==> src/lcdc_pkg.sv <==
package lcdc_pkg;

	// i/o register byte addresses
	localparam logic [15:0] LCDC_OFS_POWER_DUTY = 16'hff60;
	localparam logic [15:0] LCDC_OFS_DISP_MODE = 16'hff61;
	localparam logic [15:0] LCDC_OFS_CONTRAST = 16'hff62;

	// display memory F000..F2FF (768 words): top six address bits select F000..F3FF
	localparam logic [5:0] LCDC_DMEM_TOP = 6'h3c;
	localparam int LCDC_DMEM_WORDS = 768;

	// field positions in lcd_power_duty_ctrl
	localparam int LCDC_POWER_BIT = 0;
	localparam int LCDC_REF_BIT = 1;
	localparam int LCDC_DUTY_LO_BIT = 2;
	localparam int LCDC_DUTY_HI_BIT = 3;
	// field positions in lcd_display_mode_ctrl
	localparam int LCDC_PAGE_BIT = 0;
	localparam int LCDC_ALL_ON_BIT = 1;
	localparam int LCDC_ALL_OFF_BIT = 2;
	localparam int LCDC_EXP_BIT = 3;

	// values after reset
	localparam logic [3:0] LCDC_RST_POWER_DUTY = 4'h0;
	localparam logic [3:0] LCDC_RST_DISP_MODE = 4'h4;

	// scan geometry
	localparam int LCDC_SEGS = 60;
	localparam int LCDC_COMS = 17;
	localparam logic [4:0] LCDC_LAST_COM_8 = 5'h07;
	localparam logic [4:0] LCDC_LAST_COM_16 = 5'h0f;
	localparam logic [4:0] LCDC_LAST_COM_17 = 5'h10;

	// timing: low-speed oscillator ticks per common slot
	localparam int LCDC_CLK_HZ = 200000000;
	localparam int LCDC_LOW_OSC_HZ = 32768;
	localparam int LCDC_OSC_DIV = LCDC_CLK_HZ / LCDC_LOW_OSC_HZ;
	localparam logic [6:0] LCDC_SLOT_LAST_8 = 7'h7f;
	localparam logic [6:0] LCDC_SLOT_LAST_16 = 7'h3f;
	localparam int LCDC_SETTLE_MS = 100;

	typedef enum logic [1:0] {
		LCDC_DUTY_17 = 2'b00,
		LCDC_DUTY_16 = 2'b01,
		LCDC_DUTY_8 = 2'b10
	} lcdc_duty_e;

	typedef struct packed {
		logic [15:0] addr;
		logic wr;
		logic rd;
		logic [3:0] wdata;
	} lcdc_bus_s;

	typedef struct packed {
		logic power;
		logic ref_sel;
		logic contrast_en;
		logic [3:0] contrast;
		logic exp_en;
	} lcdc_drive_s;

	typedef struct packed {
		logic [3:0] power_duty;
		logic [3:0] disp_mode;
		logic [3:0] contrast;
		logic [4:0] com_idx;
		logic [6:0] slot_cnt;
		logic [LCDC_COMS-1:0] com;
		logic [LCDC_SEGS-1:0] seg;
		logic [3:0] rdata;
		logic contrast_en;
	} lcdc_state_s;

endpackage

==> src/lcdc_tick_div.sv <==
`timescale 1ns/1ps
module lcdc_tick_div #(
	parameter int DIV = 6103
) (
	// clock and reset
	input wire logic core_clk,
	input wire logic reset_n,
	// one-cycle enable every DIV clocks
	output logic tick
);
	logic [15:0] cnt_ff;
	logic [15:0] nxt_cnt;
	logic nxt_tick;

	if (DIV < 2 || DIV > 65535) begin : g_bad_div
		$error("lcdc_tick_div: DIV out of range");
	end

	always_comb begin
		nxt_tick = (cnt_ff == 16'(DIV - 1));
		nxt_cnt = nxt_tick ? 16'h0000 : cnt_ff + 16'h0001;
	end

	always_ff @(posedge core_clk) begin
		if (!reset_n) begin
			cnt_ff <= 16'h0000;
			tick <= 1'b0;
		end else begin
			cnt_ff <= nxt_cnt;
			tick <= nxt_tick;
		end
	end
endmodule // lcdc_tick_div

==> src/lcdc_ctrl.sv <==
// Functional notes
// - power bit enables drive, else grounded
// - reference select picks level two or one
// - duty field picks 8, 16 or 17 commons
// - all-on lights every segment, memory untouched
// - all-off blanks every segment, memory untouched
// - all-on wins over all-off
// - reset sets all-off, clears power
// - page bit picks second screen at 1/8
// - page bit plain storage at 1/16, 1/17
// - contrast code gives 16 levels, light to dark
// - external supply disables contrast code
// - contrast and display memory not reset
// - expanded driver enable, resets to zero
// - power, reference, duty, all-on, page reset zero
// - memory bit one lights its dot
// - at 1/8 only commons 0..7 scanned
`timescale 1ns/1ps
module lcdc_ctrl #(
	parameter int OSC_DIV = lcdc_pkg::LCDC_OSC_DIV
) (
	// clock and reset
	input wire logic core_clk,
	input wire logic reset_n,
	// cpu i/o memory access
	input wire lcdc_pkg::lcdc_bus_s bus,
	output logic [3:0] rdata,
	// manufacturing option: drive levels from outside
	input wire logic ext_supply,
	// analog drive control
	output lcdc_pkg::lcdc_drive_s drive,
	// panel lines: 1 = selected common / on waveform
	output logic [lcdc_pkg::LCDC_COMS-1:0] com_sel,
	output logic [lcdc_pkg::LCDC_SEGS-1:0] seg_on
);
	lcdc_pkg::lcdc_state_s st_ff;
	lcdc_pkg::lcdc_state_s nxt_st;
	logic [3:0] dmem [0:lcdc_pkg::LCDC_DMEM_WORDS-1];
	logic osc_tick;
	logic dmem_hit;
	lcdc_pkg::lcdc_duty_e duty;
	logic [4:0] last_com;
	logic [6:0] slot_last;
	logic [1:0] page_sel;
	logic [lcdc_pkg::LCDC_SEGS-1:0] mem_seg;

	lcdc_tick_div #(
		.DIV(OSC_DIV)
	) u_osc_div (
		.core_clk(core_clk),
		.reset_n(reset_n),
		.tick(osc_tick)
	);

	assign dmem_hit = (bus.addr[15:10] == lcdc_pkg::LCDC_DMEM_TOP) && (bus.addr[9:8] != 2'b11);

	always_comb begin
		// upper duty bit alone forces 1/8
		if (st_ff.power_duty[lcdc_pkg::LCDC_DUTY_HI_BIT]) begin
			duty = lcdc_pkg::LCDC_DUTY_8;
			last_com = lcdc_pkg::LCDC_LAST_COM_8;
			slot_last = lcdc_pkg::LCDC_SLOT_LAST_8;
		end else if (st_ff.power_duty[lcdc_pkg::LCDC_DUTY_LO_BIT]) begin
			duty = lcdc_pkg::LCDC_DUTY_16;
			last_com = lcdc_pkg::LCDC_LAST_COM_16;
			slot_last = lcdc_pkg::LCDC_SLOT_LAST_16;
		end else begin
			duty = lcdc_pkg::LCDC_DUTY_17;
			last_com = lcdc_pkg::LCDC_LAST_COM_17;
			slot_last = lcdc_pkg::LCDC_SLOT_LAST_16;
		end
		// page only matters at 1/8; otherwise it is a plain stored bit
		case (duty)
			lcdc_pkg::LCDC_DUTY_8: begin
				page_sel = {1'b0, st_ff.disp_mode[lcdc_pkg::LCDC_PAGE_BIT]};
			end
			default: begin
				if (st_ff.com_idx == lcdc_pkg::LCDC_LAST_COM_17) begin
					page_sel = 2'b10;
				end else begin
					page_sel = {1'b0, st_ff.com_idx[3]};
				end
			end
		endcase
	end

	// word = page, segment, common group; bit = common within group; common 16 uses D0
	for (genvar s = 0; s < lcdc_pkg::LCDC_SEGS; s++) begin : g_seg
		logic [9:0] widx;
		logic [1:0] bsel;
		always_comb begin
			if (page_sel == 2'b10) begin
				widx = {page_sel, 7'(s), 1'b0};
				bsel = 2'b00;
			end else begin
				widx = {page_sel, 7'(s), st_ff.com_idx[2]};
				bsel = st_ff.com_idx[1:0];
			end
			mem_seg[s] = dmem[widx][bsel];
		end
	end

	always_comb begin
		nxt_st = st_ff;
		nxt_st.rdata = 4'h0;
		nxt_st.contrast_en = !ext_supply;
		if (bus.wr) begin
			case (bus.addr)
				lcdc_pkg::LCDC_OFS_POWER_DUTY: nxt_st.power_duty = bus.wdata;
				lcdc_pkg::LCDC_OFS_DISP_MODE: nxt_st.disp_mode = bus.wdata;
				lcdc_pkg::LCDC_OFS_CONTRAST: nxt_st.contrast = bus.wdata;
				default: ;
			endcase
		end
		if (bus.rd) begin
			case (bus.addr)
				lcdc_pkg::LCDC_OFS_POWER_DUTY: nxt_st.rdata = st_ff.power_duty;
				lcdc_pkg::LCDC_OFS_DISP_MODE: nxt_st.rdata = st_ff.disp_mode;
				lcdc_pkg::LCDC_OFS_CONTRAST: nxt_st.rdata = st_ff.contrast;
				default: nxt_st.rdata = dmem_hit ? dmem[bus.addr[9:0]] : 4'h0;
			endcase
		end
		// step commons in order; an index left past a shortened duty wraps at once
		if (st_ff.com_idx > last_com) begin
			nxt_st.com_idx = 5'h00;
			nxt_st.slot_cnt = 7'h00;
		end else if (osc_tick) begin
			if (st_ff.slot_cnt >= slot_last) begin
				nxt_st.slot_cnt = 7'h00;
				nxt_st.com_idx = (st_ff.com_idx == last_com) ? 5'h00 : st_ff.com_idx + 5'h01;
			end else begin
				nxt_st.slot_cnt = st_ff.slot_cnt + 7'h01;
			end
		end
		if (!st_ff.power_duty[lcdc_pkg::LCDC_POWER_BIT]) begin
			nxt_st.com = '0;
			nxt_st.seg = '0;
		end else begin
			nxt_st.com = '0;
			// an index left above a shortened duty selects nothing while it wraps
			if (st_ff.com_idx <= last_com) begin
				nxt_st.com[st_ff.com_idx] = 1'b1;
			end
			if (st_ff.disp_mode[lcdc_pkg::LCDC_ALL_ON_BIT]) begin
				nxt_st.seg = '1;
			end else if (st_ff.disp_mode[lcdc_pkg::LCDC_ALL_OFF_BIT]) begin
				nxt_st.seg = '0;
			end else begin
				nxt_st.seg = mem_seg;
			end
		end
	end

	always_ff @(posedge core_clk) begin
		if (!reset_n) begin
			st_ff.power_duty <= lcdc_pkg::LCDC_RST_POWER_DUTY;
			st_ff.disp_mode <= lcdc_pkg::LCDC_RST_DISP_MODE;
			st_ff.contrast <= nxt_st.contrast;
			st_ff.com_idx <= 5'h00;
			st_ff.slot_cnt <= 7'h00;
			st_ff.com <= '0;
			st_ff.seg <= '0;
			st_ff.rdata <= 4'h0;
			st_ff.contrast_en <= 1'b0;
		end else begin
			st_ff <= nxt_st;
		end
	end

	// display memory keeps its contents through reset
	always_ff @(posedge core_clk) begin
		if (bus.wr && dmem_hit) begin
			dmem[bus.addr[9:0]] <= bus.wdata;
		end
	end

	assign rdata = st_ff.rdata;
	assign com_sel = st_ff.com;
	assign seg_on = st_ff.seg;
	assign drive.power = st_ff.power_duty[lcdc_pkg::LCDC_POWER_BIT];
	assign drive.ref_sel = st_ff.power_duty[lcdc_pkg::LCDC_REF_BIT];
	assign drive.contrast_en = st_ff.contrast_en;
	assign drive.contrast = st_ff.contrast;
	assign drive.exp_en = st_ff.disp_mode[lcdc_pkg::LCDC_EXP_BIT];
endmodule // lcdc_ctrl

==> config.mk <==
export PLATFORM = sky130hd
export DESIGN_NAME = lcdc_ctrl
export DESIGN_NICKNAME = d
export VERILOG_FILES = /design/src/lcdc_pkg.sv /design/src/lcdc_tick_div.sv /design/src/lcdc_ctrl.sv
export SDC_FILE = /design/constraint.sdc
export NUM_CORES = 2
export LEC_CHECK = 0
export BUFFER_PORTS_ARGS = -buffer_cell sky130_fd_sc_hd__buf_4
export CELL_PAD_IN_SITES_DETAIL_PLACEMENT = 0
export CELL_PAD_IN_SITES_GLOBAL_PLACEMENT = 1
export CORE_ASPECT_RATIO = 2
export CORE_MARGIN = 2
export CORE_UTILIZATION = 55
export CTS_CLUSTER_DIAMETER = 60
export DETAILED_ROUTE_END_ITERATION = 8
export HOLD_SLACK_MARGIN = 0.15
export MAX_ROUTING_LAYER = met4
export PLACE_DENSITY_LB_ADDON = 0.05
export SYNTH_ARGS = -nofsm -noshare
export SYNTH_HDL_FRONTEND = slang
export SYNTH_HIERARCHICAL = 1
export SYNTH_SLANG_ARGS = --single-unit
==> constraint.sdc <==
create_clock -name core_clk -period 3.4 [get_ports core_clk]
set_input_delay 0.68 -clock core_clk [delete_from_list [all_inputs] [get_ports core_clk]]
set_output_delay 0.68 -clock core_clk [all_outputs]
set_load 0.01 [all_outputs]
---- Word level (Yosys, flattened, before mapping) ----
Memory sizes are Yosys's and may differ from the RTL's.
Cells that the tools add are included.
word-level totals
  memories ................................ 1
  RAM bits ................................ 3,072
  word-level logic and storage cells ...... 244
  bits in registers ....................... 123
  bits of input ports ..................... 25
memory list
  name  words  bits a word  rd ports  clocked after Yosys merged registers in  write ports  line             source
  dmem  768    4            61        0                                        1            lcdc_ctrl.sv:38  logic [3:0] dmem [0:lcdc_pkg::LCDC_DMEM_WORDS-1];
operators by class
  bitwise operators ....................... 1
  $add $sub $neg .......................... 3
  mux-type cells .......................... 200
  equality and inequality tests ........... 10
  reductions and logical operators ........ 12
  magnitude comparators ................... 6
operators by type and width
  cell                                                                    count
  1-bit two-way mux                                                       124
  1-bit binary-select mux with 2-bit select                               60
  60-bit two-way mux                                                      2
  16-bit == test (second input constant)                                  3
  16-bit by 1-bit adder with 16-bit output (second input constant)        1
  16-bit by 13-bit == test with 1-bit output (second input constant)      1
  5-bit two-way mux                                                       3
  7-bit two-way mux                                                       2
  4-bit two-way mux                                                       3
  4-bit one-hot mux with 3 select lines                                   1
  2-bit AND reduction                                                     5
  2-bit two-way mux                                                       4
  7-bit by 1-bit adder with 7-bit output (second input constant)          1
  7-bit >= comparator                                                     1
  6-bit == test (second input constant)                                   1
  5-bit by 6-bit < comparator with 1-bit output (second input constant)   1
  5-bit by 1-bit adder with 5-bit output (second input constant)          1
  1-bit demux with 5-bit select                                           1
  5-bit == test                                                           1
  5-bit == test (second input constant)                                   1
  5-bit by 1-bit >= comparator with 1-bit output (second input constant)  1
  5-bit > comparator                                                      1
  5-bit less-or-equal comparator                                          1
  2-bit == test (second input constant)                                   2
  other kinds (7)                                                         10

---- Longest topological paths before layout ----
An unclocked memory read counts as a cell.
  depth after elaboration ................. 11
  mapped depth ............................ 15

---- Modules after synthesis ----
Netlist, hierarchy kept.
modules (own cells, without submodules)
  module         seq. area each (um^2)  cells each  area an instance (um^2)  times used
  lcdc_ctrl      94,410.5               8,119       134,158.7                1
  lcdc_tick_div  340.3                  81          769.5                    1

---- Worst setup path after synthesis ----
OpenSTA, ideal clock, no wires.
  kind .................................... input port to flip-flop
  start ................................... input port bus[7] (netlist bit)
  end ..................................... memory dmem[346][0] (enable)
  arrival ................................. 2,864 ps
  library setup time ...................... 330 ps
  path slack .............................. 206 ps
  stages on the path ...................... 11
  buffers on the path ..................... 8
  cells stage by stage .................... buf_2 buf_6 buf_4 buf_4 buf_4 buf_4 buf_4 nor3b_2 nand2_1 buf_2 nor2_1
RTL lines
  element             line             source
  start: declaration  lcdc_ctrl.sv:26  input wire lcdc_pkg::lcdc_bus_s bus,
  end: declaration    lcdc_ctrl.sv:38
No word-level cell before the write port.

---- Worst setup path after layout ----
  start ................................... input port bus[6] (netlist bit)
  end ..................................... register, netlist name rdata[0]
between the ends
  cells in the longest elaborated chain, start to end .. 3
  elaborated cells on any way between the ends .. 6
RTL lines
  element                                    line              source
  memory 768 x 4 bit                         n/a
  4-bit two-way mux                          lcdc_ctrl.sv:120  default: nxt_st.rdata = dmem_hit ? dmem[bus.addr[9:0]] : 4'h0;
  4-bit one-hot mux with 3 select lines (*)  lcdc_ctrl.sv:116  case (bus.addr)
Every way passes the cells marked *; elsewhere a longest branch is shown, timed or not.
A chain may end at the register's enable or synchronous reset.

==> results.json <==
{
  "via_per_inst": 6.49,
  "synth_top_area_frac": 0.685,
  "synth-seq-cells": 3195,
  "met2_length_microns": 253000,
  "clock_path_buffers": 4,
  "tns_ns": -0.236,
  "ys.flop_type": "edfxtp_1",
  "r2r_cells": 11,
  "grt_overflow": 0,
  "root_buffer": "clkbuf_16",
  "tritoncts": "yes",
  "grt_pass1_vias": 89200,
  "path_buf_inv": 7,
  "slew_headroom": 0.189,
  "cts_buffers": 288,
  "finalHoldViolations": 0,
  "p_seq_frac": 0.528,
  "p_sw_w": 0.0177,
  "start_util": 0.552,
  "wl_per_cell_microns": 37.7,
  "yosys_warnings": 6,
  "setup_violations": 4,
  "synthToLayoutAreaGrowth_pct": 21.7,
  "die_w_microns": 354,
  "max_freq_mhz": 285,
  "cp_common_cell": "buf_4",
  "cts.sinks": 3195,
  "post-route-util": 0.672,
  "yosys-top-cells-count": "3076 x edfxtp_1, 1538 x mux2i_1, 987 x nor2_1, 555 x o22ai_1, 369 x mux4_2",
  "slew_violations": 0,
  "pre_cts_slack_ns": -1.34,
  "hpwlAfterDp_microns": 362000,
  "path_cells": "buf_8 > buf_4 > nand4bb_4 > buf_12 > buf_4 > buf_4 > o22ai_1 > buf_4 > nor3_1 > a211oi_1 > buf_12 > o211ai_1 > nand3_1",
  "nets": 9979,
  "ys_types": 78,
  "synthCells": 8200,
  "fp.dieH_microns": 704,
  "critPathKind": "primary input to register",
  "outcome": "finished with violations",
  "top_layer_used": "met4",
  "crit_fanout": 17,
  "dr.pass1.iters": 7,
  "cts_setup_buffers": 0,
  "drive_gt1_frac": 0.299,
  "clk_pin_slew_worst_paths_ns": 0.07,
  "finish.instance_area_sq_um": 164000,
  "syn_avg_cell_area_sq_um": 16.5,
  "internal-power_w": 0.0639,
  "worstPathRequired_ns": 4.14,
  "core_area_sq_um": 244000,
  "routed_wl_microns": 506000,
  "gp_congestion": 1.04,
  "hp-class": "primary input to register",
  "fin_crit_sh": 1.03,
  "cpPeakStageDelay_ns": 0.95,
  "dpl_cell_area_sq_um": 154000,
  "path_delay_family": "buffers and inverters",
  "crit_cells": 13,
  "power.total_w": 0.0815,
  "drt_iter0_markers": 10600,
  "num_vias": 87100,
  "sw_frac_of_total": 0.216,
  "synth.most_common_cell": "edfxtp_1",
  "violations": "negative setup slack",
  "num_rows": 257,
  "clkPwrFrac": 0.416,
  "drc": 0,
  "die_area_sq_um": 250000,
  "ios": 114,
  "max-cap-violations": 0,
  "synthTopCellsByArea": "edfxtp_1 68%, mux2i_1 11%, mux4_2 6.2%, nor2_1 2.7%, o22ai_1 2.6%",
  "pwr-share-comb": 0.056,
  "clock_latency_ns": 0.91,
  "fin_crit_ns": 3.51,
  "synth-async-reset-ratio": 0,
  "p_per_area_nw_per_um2": 497,
  "port_buffers": 113,
  "p_leak_nw": 60.2,
  "track_usage": 0.415,
  "slowest_stage": "nor3_1",
  "yosys.area.top_type": "edfxtp_1",
  "worst_setup_path_start_kind": "primary input",
  "grt_pass1_wl_microns": 689000,
  "netlist_area_sq_um": 135000,
  "crit_arrival_ns": 4.25,
  "grt_max_degree": 179,
  "peakVddDrop_v": 0.000573,
  "synthesis.nets": 8238,
  "finClkSkew_ns": 0.0331,
  "synth-edff-count": 3076,
  "antenna_found_initial": 29,
  "crit_path_end_kind": "register",
  "whs_path_depth": 1,
  "tightest_slew_ns": 1.21,
  "wl_met3_microns": 39900,
  "met1_length_microns": 158000,
  "fillers": 17100,
  "htree_levels": 5,
  "seq_area_frac_synth": 0.702,
  "fin_ws_ns": -0.112,
  "ant_nets": 0
}
## metal layers
layer,global-route usage,vias to the layer above
met5,-,-
met4,0.356,0
met3,0.0739,1755
met2,0.685,5060
met1,0.426,44500
li1,-,35800
## placed cells by master (no fill, tap or decap), types with 24 or more instances in the layout
master     instances
nor4_1           106
a211oi_1          72
nand2_2           31
nor3_1            39
buf_12           213
clkbuf_16        294
mux4_2           369
mux2i_1         1533
a21oi_1           24
nand3_1           50
nand2_1           96
nor2_1           981
bufinv_16         41
edfxtp_1        3076
o2111ai_1         28
o21ai_0           53
clkinv_1          42
buf_4           1927
clkbuf_1          48
o21a_1            60
clkinv_2          40
dfxtp_1          116
o22ai_1          555
## final timing paths
kind | from | slack, ns | endpoint
max | bus[6] | -0.11 | rdata[0]$_SDFF_PN0_
min | bus[1] | 0.23 | dmem[470][1]$_DFFE_PP_
max reg2reg | st_ff[91]$_SDFFE_PP0P_ | 0.04 | seg_on[54]$_SDFF_PN0_
min reg2reg | u_osc_div/cnt_ff[0]$_SDFF_PP0_ | 0.46 | u_osc_div/cnt_ff[0]$_SDFF_PP0_
## power groups by stage
stage,sequential [W],clock [W],combinational [W]
finish,0.0431,0.0339,0.00453
global route,0.0430,0.0355,0.00458
CTS,0.0431,0.0342,0.00442
detailed placement,0.0439,0,0.00439
global placement,0.0439,0,0.00435
floorplan,0.0440,0,0.00172
## area by class of cell
cell class	count	area (sq um)	area share
Clock inverter	159	1940	0.0118
Multi-Input combinational cell	4295	36900	0.225
Sequential cell	3195	94800	0.577
Clock buffer	346	7590	0.0462
Inverter	10	37.5	0.000229
Antenna cell	23	57.6	0.000350
Tap cell	3237	4050	0.0247
Timing Repair Buffer	2151	18900	0.115
## cell families after synthesis
logic type,share of synthesized area
compound gates,0.0445
xor+xnor,0.00136
fa+ha+maj,0.00121
buf+inv,0.0276
flops,0.702
mux,0.177
simple gates,0.0465
## registers in the layout, indices dropped and copies added, names as in the netlist
register	cells
dmem	3072
seg_on	60
com_sel	17
st_ff	17
u_osc_div/cnt_ff	16
drive	8
rdata	4
u_osc_div/tick	1
## metrics by stage
step / cells / hold WS (ns)
6_report: 13400 / 0.225
5_1_grt: 13400 / 0.231
4_1_cts: 13400 / 0.212
3_5_place_dp: 12900 / 0.446
3_3_place_gp: 12900 / 0.437
2_1_floorplan: 8200 / 0.425
## what timing repair did
action | 4_1_cts | 5_1_grt
hold buffers | 3 | 0
resized for setup | 13 | 15
hold endpoints to repair | 11 | 0
pin swaps | 1 | 1
setup endpoints to repair | 4 | 4
(Power assumes the default switching activity.)
